===== src/include/itwle_cfg.svh =====
`ifndef ITWLE_CFG_SVH
`define ITWLE_CFG_SVH
// Instruction field positions
`define ITWLE_OP_HI 31
`define ITWLE_OP_LO 26
`define ITWLE_SRCA_HI 25
`define ITWLE_SRCA_LO 21
`define ITWLE_SRCB_HI 20
`define ITWLE_SRCB_LO 16
`define ITWLE_RD_HI 15
`define ITWLE_RD_LO 11
`define ITWLE_SA_HI 10
`define ITWLE_SA_LO 6
`define ITWLE_FN_HI 5
`define ITWLE_FN_LO 0
`define ITWLE_IMM_HI 15
`define ITWLE_IMM_LO 0
`define ITWLE_SYSOP_BIT 25
`define ITWLE_WCODE_HI 24
`define ITWLE_WCODE_LO 6
// Primary opcodes
`define ITWLE_OP_REGOP 6'h00
`define ITWLE_OP_REGISTER_IMMEDIATE_CLASS 6'h01
`define ITWLE_OP_SYSCOP 6'h10
`define ITWLE_OPC_XOR_IMM 6'h0e
`define ITWLE_OP_THIRD 6'h1f
// Function and sub-field codes
`define ITWLE_FN_TRAP_LTU 6'h33
`define ITWLE_FN_TRAP_NE 6'h36
`define ITWLE_FN_XOR 6'h26
`define ITWLE_FN_WAIT 6'h20
`define ITWLE_FN_SHUFFLE 6'h20
`define ITWLE_SRCB_TRAP_NEI 5'h0e
`define ITWLE_SRCA_SHADOW_WR 5'h0e
// Address step to the next instruction, WSBH shift code and zero field values
`define ITWLE_PC_STEP 32'h0000_0004
`define ITWLE_SA_WSBH 5'h02
`define ITWLE_ZERO5 5'h00
`define ITWLE_ZERO11 11'h000
`endif


===== src/include/itwle_pkg.sv =====
package itwle_pkg;
  // Exception codes reported to the exception unit
  typedef enum logic [2:0] {
    ITWLE_EXC_NONE,
    ITWLE_EXC_TRAP,
    ITWLE_EXC_CPU,
    ITWLE_EXC_RI
  } itwle_exc_type;
  // Instructions this block recognises
  typedef enum logic [3:0] {
    ITWLE_OP_NONE,
    ITWLE_OP_TRAP_LTU,
    ITWLE_OP_TRAP_NE,
    ITWLE_OP_TRAP_NEI,
    ITWLE_OP_WAIT,
    ITWLE_OP_SHADOW_WR,
    ITWLE_OP_WSBH,
    ITWLE_OP_XOR,
    ITWLE_OP_XOR_IMM
  } itwle_op_type;
endpackage


===== src/rtl/itwle_exec.sv =====
`timescale 1ns/1ps
`include "itwle_cfg.svh"
module itwle_exec
#(
  parameter bit RELEASE2 = 1'b1, // Release 2 instruction set present
  parameter bit WAKE_ON_MASKED = 1'b0, // Masked request also wakes
  parameter int SETS_W = 4 // Width of shadow set number
)
(
  input wire logic clock, // Core clock, 125 MHz
  input wire logic arst_n, // Asynchronous reset, active low
  input wire logic issue_valid, // Instruction presented this cycle
  input wire logic [31:0] issue_instr, // Instruction word
  input wire logic [31:0] issue_pc, // Address of the instruction
  input wire logic [31:0] opnd_a, // Value of source_reg_a
  input wire logic [31:0] opnd_b, // Value of source_reg_b
  input wire logic syscop_usable, // System coprocessor access allowed
  input wire logic [SETS_W-1:0] previous_shadow_set, // From shadow ctl
  input wire logic irq_pending, // Interrupt request pin, raw
  input wire logic irq_enabled, // Request is enabled, raw
  input wire logic nmi_in, // Non-maskable interrupt pin, raw
  output logic issue_ready, // Pipeline may present next, registered
  output logic claimed_r, // Instruction was one of ours
  output logic wr_en_r, // Write current-set register
  output logic [4:0] wr_idx_r, // Destination register number
  output logic [31:0] wr_data_r, // Write data
  output logic sh_wr_en_r, // Write shadow-set register
  output logic [SETS_W-1:0] sh_set_r, // Shadow set number
  output logic exc_valid_r, // Exception request pulse
  output itwle_pkg::itwle_exc_type exc_code_r, // Exception kind
  output logic [31:0] exc_pc_r, // Exception return address
  output logic standby_r, // Pipeline stalled in standby
  output logic wake_masked_r // Woke on non-enabled request, poll
);
  // Standby control states
  typedef enum logic [1:0] {
    ITWLE_RUN,
    ITWLE_SLEEP
  } itwle_state_type;

  itwle_state_type state_r; // Standby state
  itwle_pkg::itwle_op_type op; // Decoded operation
  logic [31:0] resume_pc_r; // Successor of the standby instruction
  logic [2:0] irq_s1_r; // Pin synchroniser, first stage
  logic [2:0] irq_s2_r; // Pin synchroniser, second stage
  logic irq_p; // Synchronised pending
  logic irq_e; // Synchronised enable
  logic nmi_s; // Synchronised NMI
  logic fire; // Accepted instruction this cycle
  logic [31:0] imm_sx; // Sign-extended immediate
  logic [31:0] imm_zx; // Zero-extended immediate
  logic [4:0] srcb_f; // Second source register field
  logic [4:0] rd_f; // rd field
  logic reserved_op; // Release 2 only op on older part
  logic trap_hit; // Trap condition met
  logic wake_ev; // Any event that ends standby

  itwle_decode u_dec
  (
    .instr(issue_instr),
    .op(op)
  );

  // Halfword byte swap of a word
  function automatic logic [31:0] swap_halves(input logic [31:0] v);
    swap_halves = {v[23:16], v[31:24], v[7:0], v[15:8]};
  endfunction

  assign imm_sx = {{16{issue_instr[`ITWLE_IMM_HI]}},
                   issue_instr[`ITWLE_IMM_HI:`ITWLE_IMM_LO]};
  assign imm_zx = {16'h0000, issue_instr[`ITWLE_IMM_HI:`ITWLE_IMM_LO]};
  assign srcb_f = issue_instr[`ITWLE_SRCB_HI:`ITWLE_SRCB_LO];
  assign rd_f = issue_instr[`ITWLE_RD_HI:`ITWLE_RD_LO];
  assign irq_p = irq_s2_r[0];
  assign irq_e = irq_s2_r[1];
  assign nmi_s = irq_s2_r[2];
  // Nothing is accepted while asleep; the pipeline holds its word
  assign fire = issue_valid && issue_ready;
  assign reserved_op = !RELEASE2 &&
    (op == itwle_pkg::ITWLE_OP_SHADOW_WR ||
     op == itwle_pkg::ITWLE_OP_WSBH);
  // Event that restarts the pipeline
  assign wake_ev = nmi_s || (irq_p && (irq_e || WAKE_ON_MASKED));

  // Trap conditions
  always_comb
  begin
    trap_hit = 1'b0;
    case (op)
      itwle_pkg::ITWLE_OP_TRAP_LTU:
        trap_hit = ({1'b0, opnd_a} < {1'b0, opnd_b});
      itwle_pkg::ITWLE_OP_TRAP_NE:
        trap_hit = (opnd_a != opnd_b);
      itwle_pkg::ITWLE_OP_TRAP_NEI:
        trap_hit = (opnd_a != imm_sx);
      default:
        trap_hit = 1'b0;
    endcase
  end

  // Two-flop synchronisers for the asynchronous wake pins
  always_ff @(posedge clock or negedge arst_n)
  begin
    if (!arst_n)
    begin
      irq_s1_r <= 3'h0;
      irq_s2_r <= 3'h0;
    end
    else
    begin
      irq_s1_r <= {nmi_in, irq_enabled, irq_pending};
      irq_s2_r <= irq_s1_r;
    end
  end

  // Standby state machine
  always_ff @(posedge clock or negedge arst_n)
  begin
    if (!arst_n)
    begin
      state_r <= ITWLE_RUN; // Reset also ends any standby
      resume_pc_r <= 32'h0000_0000;
      standby_r <= 1'b0;
      issue_ready <= 1'b1; // Ready straight out of reset
    end
    else
    begin
      case (state_r)
        ITWLE_RUN:
        begin
          // Enter only when access allowed
          if (fire && op == itwle_pkg::ITWLE_OP_WAIT && syscop_usable)
          begin
            state_r <= ITWLE_SLEEP;
            resume_pc_r <= issue_pc + `ITWLE_PC_STEP;
            standby_r <= 1'b1;
            // Registered so the stall shows from the next cycle on
            issue_ready <= 1'b0;
          end
        end
        ITWLE_SLEEP:
        begin
          // Delay-slot placement is software's problem
          if (wake_ev)
          begin
            state_r <= ITWLE_RUN;
            standby_r <= 1'b0;
            issue_ready <= 1'b1;
          end
        end
        default:
        begin
          state_r <= ITWLE_RUN;
          standby_r <= 1'b0;
          issue_ready <= 1'b1;
        end
      endcase
    end
  end

  // Exception reporting
  always_ff @(posedge clock or negedge arst_n)
  begin
    if (!arst_n)
    begin
      exc_valid_r <= 1'b0;
      exc_code_r <= itwle_pkg::ITWLE_EXC_NONE;
      exc_pc_r <= 32'h0000_0000;
      wake_masked_r <= 1'b0;
    end
    else
    begin
      exc_valid_r <= 1'b0;
      if (state_r == ITWLE_SLEEP)
      begin
        if (wake_ev)
        begin
          // Interrupt and NMI vector through exception unit; here we
          // only hand back the successor address
          exc_pc_r <= resume_pc_r;
          wake_masked_r <= !nmi_s && !irq_e;
        end
      end
      else if (fire)
      begin
        wake_masked_r <= 1'b0;
        if (reserved_op)
        begin
          exc_valid_r <= 1'b1;
          exc_code_r <= itwle_pkg::ITWLE_EXC_RI;
          exc_pc_r <= issue_pc;
        end
        else if (op == itwle_pkg::ITWLE_OP_WAIT && !syscop_usable)
        begin
          exc_valid_r <= 1'b1;
          exc_code_r <= itwle_pkg::ITWLE_EXC_CPU;
          exc_pc_r <= issue_pc;
        end
        else if (trap_hit)
        begin
          exc_valid_r <= 1'b1;
          exc_code_r <= itwle_pkg::ITWLE_EXC_TRAP;
          exc_pc_r <= issue_pc;
        end
      end
    end
  end

  // Register write-back; suppressed on any exception
  always_ff @(posedge clock or negedge arst_n)
  begin
    if (!arst_n)
    begin
      claimed_r <= 1'b0;
      wr_en_r <= 1'b0;
      wr_idx_r <= 5'h00;
      wr_data_r <= 32'h0000_0000;
      sh_wr_en_r <= 1'b0;
      sh_set_r <= '0;
    end
    else
    begin
      claimed_r <= fire && (op != itwle_pkg::ITWLE_OP_NONE);
      wr_en_r <= 1'b0;
      sh_wr_en_r <= 1'b0;
      if (fire && !reserved_op)
      begin
        case (op)
          itwle_pkg::ITWLE_OP_XOR:
          begin
            wr_en_r <= 1'b1;
            wr_idx_r <= rd_f;
            wr_data_r <= opnd_a ^ opnd_b;
          end
          itwle_pkg::ITWLE_OP_XOR_IMM:
          begin
            wr_en_r <= 1'b1;
            wr_idx_r <= srcb_f;
            wr_data_r <= opnd_a ^ imm_zx;
          end
          itwle_pkg::ITWLE_OP_WSBH:
          begin
            wr_en_r <= 1'b1;
            wr_idx_r <= rd_f;
            wr_data_r <= swap_halves(opnd_b);
          end
          itwle_pkg::ITWLE_OP_SHADOW_WR:
          begin
            sh_wr_en_r <= 1'b1;
            sh_set_r <= previous_shadow_set;
            wr_idx_r <= rd_f;
            wr_data_r <= opnd_b;
          end
          default:
            wr_en_r <= 1'b0;
        endcase
      end
    end
  end
endmodule


===== src/rtl/itwle_decode.sv =====
`timescale 1ns/1ps
`include "itwle_cfg.svh"
// Pure decoder: classifies one instruction word
module itwle_decode
(
  input wire logic [31:0] instr, // Instruction word
  output itwle_pkg::itwle_op_type op // Recognised operation
);
  logic [5:0] opc;
  logic [4:0] srca_f;
  logic [4:0] srcb_f;
  logic [4:0] sa_f;
  logic [5:0] fn_f;
  assign opc = instr[`ITWLE_OP_HI:`ITWLE_OP_LO];
  assign srca_f = instr[`ITWLE_SRCA_HI:`ITWLE_SRCA_LO];
  assign srcb_f = instr[`ITWLE_SRCB_HI:`ITWLE_SRCB_LO];
  assign sa_f = instr[`ITWLE_SA_HI:`ITWLE_SA_LO];
  assign fn_f = instr[`ITWLE_FN_HI:`ITWLE_FN_LO];
  // Code field of traps is never looked at
  always_comb
  begin
    op = itwle_pkg::ITWLE_OP_NONE;
    case (opc)
      `ITWLE_OP_REGOP:
      begin
        if (fn_f == `ITWLE_FN_TRAP_LTU)
          op = itwle_pkg::ITWLE_OP_TRAP_LTU;
        else if (fn_f == `ITWLE_FN_TRAP_NE)
          op = itwle_pkg::ITWLE_OP_TRAP_NE;
        else if (fn_f == `ITWLE_FN_XOR && sa_f == `ITWLE_ZERO5)
          op = itwle_pkg::ITWLE_OP_XOR;
      end
      `ITWLE_OP_REGISTER_IMMEDIATE_CLASS:
      begin
        if (srcb_f == `ITWLE_SRCB_TRAP_NEI)
          op = itwle_pkg::ITWLE_OP_TRAP_NEI;
      end
      `ITWLE_OP_SYSCOP:
      begin
        // Bits 24:6 are hint only; any value, zero included, is accepted
        if (instr[`ITWLE_SYSOP_BIT] && fn_f == `ITWLE_FN_WAIT)
          op = itwle_pkg::ITWLE_OP_WAIT;
        else if (srca_f == `ITWLE_SRCA_SHADOW_WR)
          op = itwle_pkg::ITWLE_OP_SHADOW_WR;
      end
      `ITWLE_OP_THIRD:
      begin
        if (fn_f == `ITWLE_FN_SHUFFLE && sa_f == `ITWLE_SA_WSBH &&
            srca_f == `ITWLE_ZERO5)
          op = itwle_pkg::ITWLE_OP_WSBH;
      end
      `ITWLE_OPC_XOR_IMM:
        op = itwle_pkg::ITWLE_OP_XOR_IMM;
      default:
        op = itwle_pkg::ITWLE_OP_NONE;
    endcase
  end
endmodule


===== config.mk =====
export PLATFORM = sky130hd
export DESIGN_NAME = itwle_exec
export DESIGN_NICKNAME = d
export VERILOG_FILES = /design/src/include/itwle_pkg.sv /design/src/rtl/itwle_exec.sv /design/src/rtl/itwle_decode.sv
export VERILOG_INCLUDE_DIRS = /design/src /design/src/include
export SDC_FILE = /design/constraint.sdc
export NUM_CORES = 1
export LEC_CHECK = 0
export ABC_AREA = 0
export BUFFER_PORTS_ARGS = -buffer_cell sky130_fd_sc_hd__buf_4
export CAP_MARGIN = 10
export CORE_MARGIN = 4
export CORE_UTILIZATION = 40
export DETAILED_ROUTE_END_ITERATION = 16
export PLACE_DENSITY = 0.64
export SLEW_MARGIN = 15
export SYNTH_ARGS = -nofsm -noshare
export SYNTH_HDL_FRONTEND = slang
export SYNTH_SLANG_ARGS = --single-unit

===== constraint.sdc =====
create_clock -name clock -period 5 [get_ports clock]
set_clock_uncertainty 0.15 [all_clocks]
set_input_delay 0.75 -clock clock [delete_from_list [all_inputs] [get_ports clock]]
set_output_delay 0.75 -clock clock [all_outputs]
set_load 0.02 [all_outputs]

# == Yosys cells after proc, flatten, opt, wreduce, memory -nomap -nowiden ==
# Index checks and enable logic that the tools add are counted.
# totals
register_bits,123
input_bits,139
output_inout_bits,83
word_cells,118
# op_classes
add_sub_neg,1
magnitude_cmp,1
n_eq_ne,24
muxes,38
bitwise,3
n_reduce_logical,35
# ops
cell,n
2-to-1 mux 32 bit,5
case mux 32 bit (4 select lines),1
inequality test 32 bit,2
adder 32 x 3 -> 32 bit (second input constant),1
< comparator 32 bit,1
bitwise XOR 32 x 16 -> 32 bit,1
bitwise XOR 32 bit,1
== test 6 bit (second input constant),4
case mux 4 bit (5 select lines),1
== test 4 x 3 -> 1 bit (second input constant),4
2-to-1 mux 1 bit,15
2-to-1 mux 3 bit,5
== test 6 x 5 -> 1 bit (second input constant),2
2-to-1 mux 4 bit,3
AND reduction 2 bit,6
logical AND 1 bit,11
== test 5 x 4 -> 1 bit (second input constant),2
logical NOT 5 bit,2
case mux 5 bit (2 select lines),1
== test 4 x 2 -> 1 bit (second input constant),2
nonzero test 4 bit,2
== test 6 x 1 -> 1 bit (second input constant),1
== test 6 x 4 -> 1 bit (second input constant),1
logical NOT 6 bit,1
other kinds (17),27

# == Depth between registers and ports, before layout ==
# logic_depth
word_depth,12
depth_mapped,12
mapped_depth_nobuf,10

# == By module ==
# From an unflattened synthesis, not the netlist that was laid out.
# unflattened
hier_cells,733
area_unflattened_um2,7347.0
# modules_own_cells
module,n_inst,cells_each,area_per_inst_um2,seq_area_each_um2
itwle_exec,1,702,7100.6,3004.1
itwle_decode,1,31,246.5,0.0

# == Worst setup path before layout ==
# OpenSTA, ideal clock, no wires.
# synth_timing
path_type,input -> register
from,input port issue_instr[27]
to,register exc_pc_r[11]
t_arrival_ns,3.043
required_time_ns,4.725
setup_slack_ns,1.682
path_stages,10
cell_sequence,or4_1 -> buf_2 -> nor4_2 -> a311o_2 -> and3b_1 -> a211oi_2 -> a41oi_2 -> o21ai_4 -> buf_6 -> mux2_2
# synth_between
elab_chain_len,7
# synth_rtl
element,line,source
"start, declared",itwle_exec.sv:13,"input wire logic [31:0] issue_instr,"
== test 6 x 4 -> 1 bit (tied with other cells),itwle_decode.sv:23,case (opc)
case mux 4 bit (5 select lines) (*),itwle_decode.sv:23,
"parallel branches: the longest is 5 deep, another holds == test 4 x 2 -> 1 bit",--,
"end signal, assigned",itwle_exec.sv:180,exc_pc_r <= resume_pc_r;
"end signal, assigned",itwle_exec.sv:191,exc_pc_r <= issue_pc;
"end signal, assigned",itwle_exec.sv:197,exc_pc_r <= issue_pc;
"end, declared",itwle_exec.sv:31,"output logic [31:0] exc_pc_r,"
# Mark *: on every way between the ends. The select of a mux whose other input is x is not followed.
# A chain may end at the register's enable or synchronous reset.

# == Final worst setup path ==
# layout_timing
from,input port issue_instr[27]
to,register wr_data_r[29]
# layout_between
elab_chain_len,5
# layout_rtl
element,line,source
== test 6 x 4 -> 1 bit (tied with other cells),itwle_decode.sv:23,
case mux 4 bit (5 select lines) (*),itwle_decode.sv:23,
== test 4 x 3 -> 1 bit or == test 4 bit (tied branches),itwle_exec.sv:228,case (op)
nonzero test 4 bit (no line),--,
AND reduction 2 bit (no line),--,
"end signal, assigned",itwle_exec.sv:233,wr_data_r <= opnd_a ^ opnd_b;
"end signal, assigned",itwle_exec.sv:239,wr_data_r <= opnd_a ^ imm_zx;
"end signal, assigned",itwle_exec.sv:245,wr_data_r <= swap_halves(opnd_b);
"end, declared",itwle_exec.sv:26,"output logic [31:0] wr_data_r,"
# Mark *: on every way between the ends. The rest lies on a longest branch, timed or not.

==> results.yml <==
run_status:
  status: "completed"
yosys:
  netlist_area_um2: 7340
  synth_top_cell_area_share_pct: 40.6
  synth_area_leaders: "dfrtp_1 (41%), mux2_2 (10%), ha_1 (5.6%), xor2_1 (3.9%), nand2_1 (3.6%)"
  ys_warn_count: 0
  ys.flop_type: "dfrtp_1"
  ys_types: 57
  syn_nets: 930
  yosysTopAreaCell: "dfrtp_1"
  synth-seq-area-share_pct: 41.0
  synth_enable_flop_cells: 0
  synth-simple-area-share_pct: 15.8
  syn_avg_cell_area_um2: 9.68
  synthXorXnorAreaFrac_pct: 5.25
  ys_async_sr_fraction_pct: 100
  synth_top_family_by_area: "simple AND/OR/NAND/NOR gates"
  netlist_instances: 758
  synth-seq-cells: 120
  synthAdderAreaFrac_pct: 5.63
  synth_compound_area_share_pct: 15.4
  synthMuxAreaShare_pct: 11.6
floorplan:
  die_h_um: 143
  die_x_um: 143
  ios: 222
  coreArea_um2: 18000
  start_util_pct: 40.7
  die_area_um2: 20600
  num_rows: 49
worst_setup_path:
  endpoint: "wr_data_r[29]"
  ff2ff_setup_slack_ns: 2.23
  crit_type: "in -> reg"
  reg2reg_depth: 6
  crit_fanout: 36
  regToRegStartpoint: "issue_ready"
  end_kind: "flip-flop"
  worstSetupStartpoint: "issue_instr[27]"
  crit_path_cell_trace: "buf_4, or4_1, nor4_4, buf_4, o21ba_2, o21ba_2, buf_4, nor2_1, a21oi_1"
  rr_endpoint: "exc_pc_r[3]"
  cpPeakStageDelay_ns: 0.69
  cp_common_cell: "buf_4"
  crit_slowest_cell: "or4_1"
  start_kind: "input port"
  worstPathRequired_ns: 5.19
  critical_path_arrival_ns: 3.87
timing:
  finalSetupViolCount: 0
  slew_violations: 0
  layout_worst_path_cycle_share_pct: 73.7
  fmax_ghz: 0.271
  rsz0062_at_grt: "false"
  slew_headroom_pct: 31.8
  holdWs_ns: 0.197
  tightest_slew_ns: 1.02
  setup_tns_ns: 0
  final-hold-violation-count: 0
  period_needed_ns: 3.68
  fin_ws_ns: 1.32
layout:
  final_core_util_pct: 54.2
  design_area_um2: 9770
  drive_gt1_share_pct: 35.0
  n_antenna_cell: 0
  finalNetCount: 1139
  final_cells: 1209
  area_growth_pct: 33.2
global_routing:
  grt.total_usage_pct: 21.0
  gr-total-overflow: 0
  antenna_found_initial: 0
  grt_pass1_wl_mm: 34.2
  grt_pass1_vias: 6432
  grt_max_degree: 64
drt:
  wl_per_cell_um: 18.1
  vias: 6614
  via_per_inst: 5.47
  drt-total-wl_mm: 21.8
  ant_nets: 0
  drc: 0
  drtIter0Drc: 310
  drtPass1Iterations: 5
pwr:
  finalPower_mw: 2.99
  power_leakage_nw: 4.68
  cellPowerDensity_nw_per_um2: 306
  max-vdd-ir-drop_mv: 0.241
hold_path:
  hold_depth: 0
  hp-class: "reg -> reg"
clocking:
  insertion_delay_ns: 0.41
  post-cts-setup-buffers: 0
  cts-resized-gates: 0
  cts_tree: "built"
  h-tree-depth: 4
  cts_buffers: 17
  clockRootBuffer: "clkbuf_16"
  hold_buffers: 0
  clkSinkCount: 120
  clk_pin_slew_ns: 0.06
  clockBufferDepth: 2
placed_design:
  place_ws_ns: 0.851
  gp_congestion: 0.846
  port_buffers: 220
  numPlacedInstances: 1177
  placed_area_um2: 9150
  dpl.hpwl_mm: 16.5
job:
  cap_violations: 0
worst min path at each step:
stage | startpoint | end | slack (ns)
after floorplan | irq_s1_r[0] | irq_s2_r[0] | 0.18
after global placement | irq_s1_r[2] | irq_s2_r[2] | 0.19
after detailed placement | irq_s1_r[1] | irq_s2_r[1] | 0.19
after CTS | irq_s1_r[1] | irq_s2_r[1] | 0.20
after global routing | irq_s1_r[1] | irq_s2_r[1] | 0.20
final | irq_s1_r[1] | irq_s2_r[1] | 0.20
critical path: cells and delay by family:
family	cells	cell delay [ns]
AND/OR/NAND/NOR	3	1.12
AO/OA/AOI/OAI	3	1.07
buffers and inverters	3	0.92
final cells by class:
type / count / area (um^2)
clock buffers: 17 / 425
clock inverters: 15 / 190
fillers: 1704 / 8260
inverters: 49 / 184
multi-input cells: 549 / 3950
flip-flops and latches: 120 / 3000
well taps: 229 / 287
repair buffers: 230 / 1730
metal layers:
metal / global-route usage, % / wire, um / vias up
met2: 34.6 / 10500 / 237
li1: - / - / 3148
met1: 27.7 / 9330 / 3200
met4: 6.49 / 390 / 0
met5: 0 / 0 / -
met3: 4.83 / 1650 / 29
placed cells by master (no fill, tap or decap), types with 3 or more instances in the layout:
cell and count:
nor4_1 11, or4_1 3, buf_4 230, nor2_1 55, a41oi_1 16, xnor2_1 11
mux2i_1 5, a21oi_1 39, nand4_1 14, nor2b_1 3, nand3_1 16, xor2_1 33
a21o_1 4, nor3_1 15, and4_1 4, inv_6 5, dfrtp_1 119, bufinv_16 3
o21ai_0 31, mux2_1 5, a221oi_1 16, o21bai_1 3, a22oi_1 18, ha_1 33
or2_2 3, mux2_2 66, inv_1 49, a22o_1 16, nand2b_1 21, nand2_1 70
and3_1 6, clkbuf_16 17
synth_stat cells (all sizes together), types with 11 or more instances:
master,n
inv,49
a22oi,18
ha,33
a22o,16
xor2,33
nor2,55
nand4,14
nand3,16
xnor2,11
clkbuf,21
a21oi,39
nand2,71
buf,19
dfrtp,119
nor3,16
o21ai,32
nand2b,21
nor4,12
a221oi,16
mux2,71
a41oi,17
flip-flops by register name, summed over array words and instances (netlist names), 2 cells and up:
name and flops:
sh_set_r 4, irq_s1_r 3, exc_code_r 2, wr_data_r 32
exc_pc_r 32, resume_pc_r 32, irq_s2_r 3, wr_idx_r 5
power by group:
part / switching [mW] / leakage, nW / internal (mW)
sequential: 0.0497 / 1.60 / 1.05
clock: 0.497 / 0.299 / 0.798
combinational: 0.319 / 2.78 / 0.280
cells by family (layout without fill, tap and decap cells):
kind of cell               Yosys count  in the layout
and+or+nand+nor                    235            235
AOI/OAI and AO/OA                  160            160
DFF                                120            120
buffers and inverters               89            311
muxes                               76             76
xor gates and xnor gates            44             44
adders and majority gates           33             33
other                                1              1
Note: power is estimated with default switching activity, not from simulation.
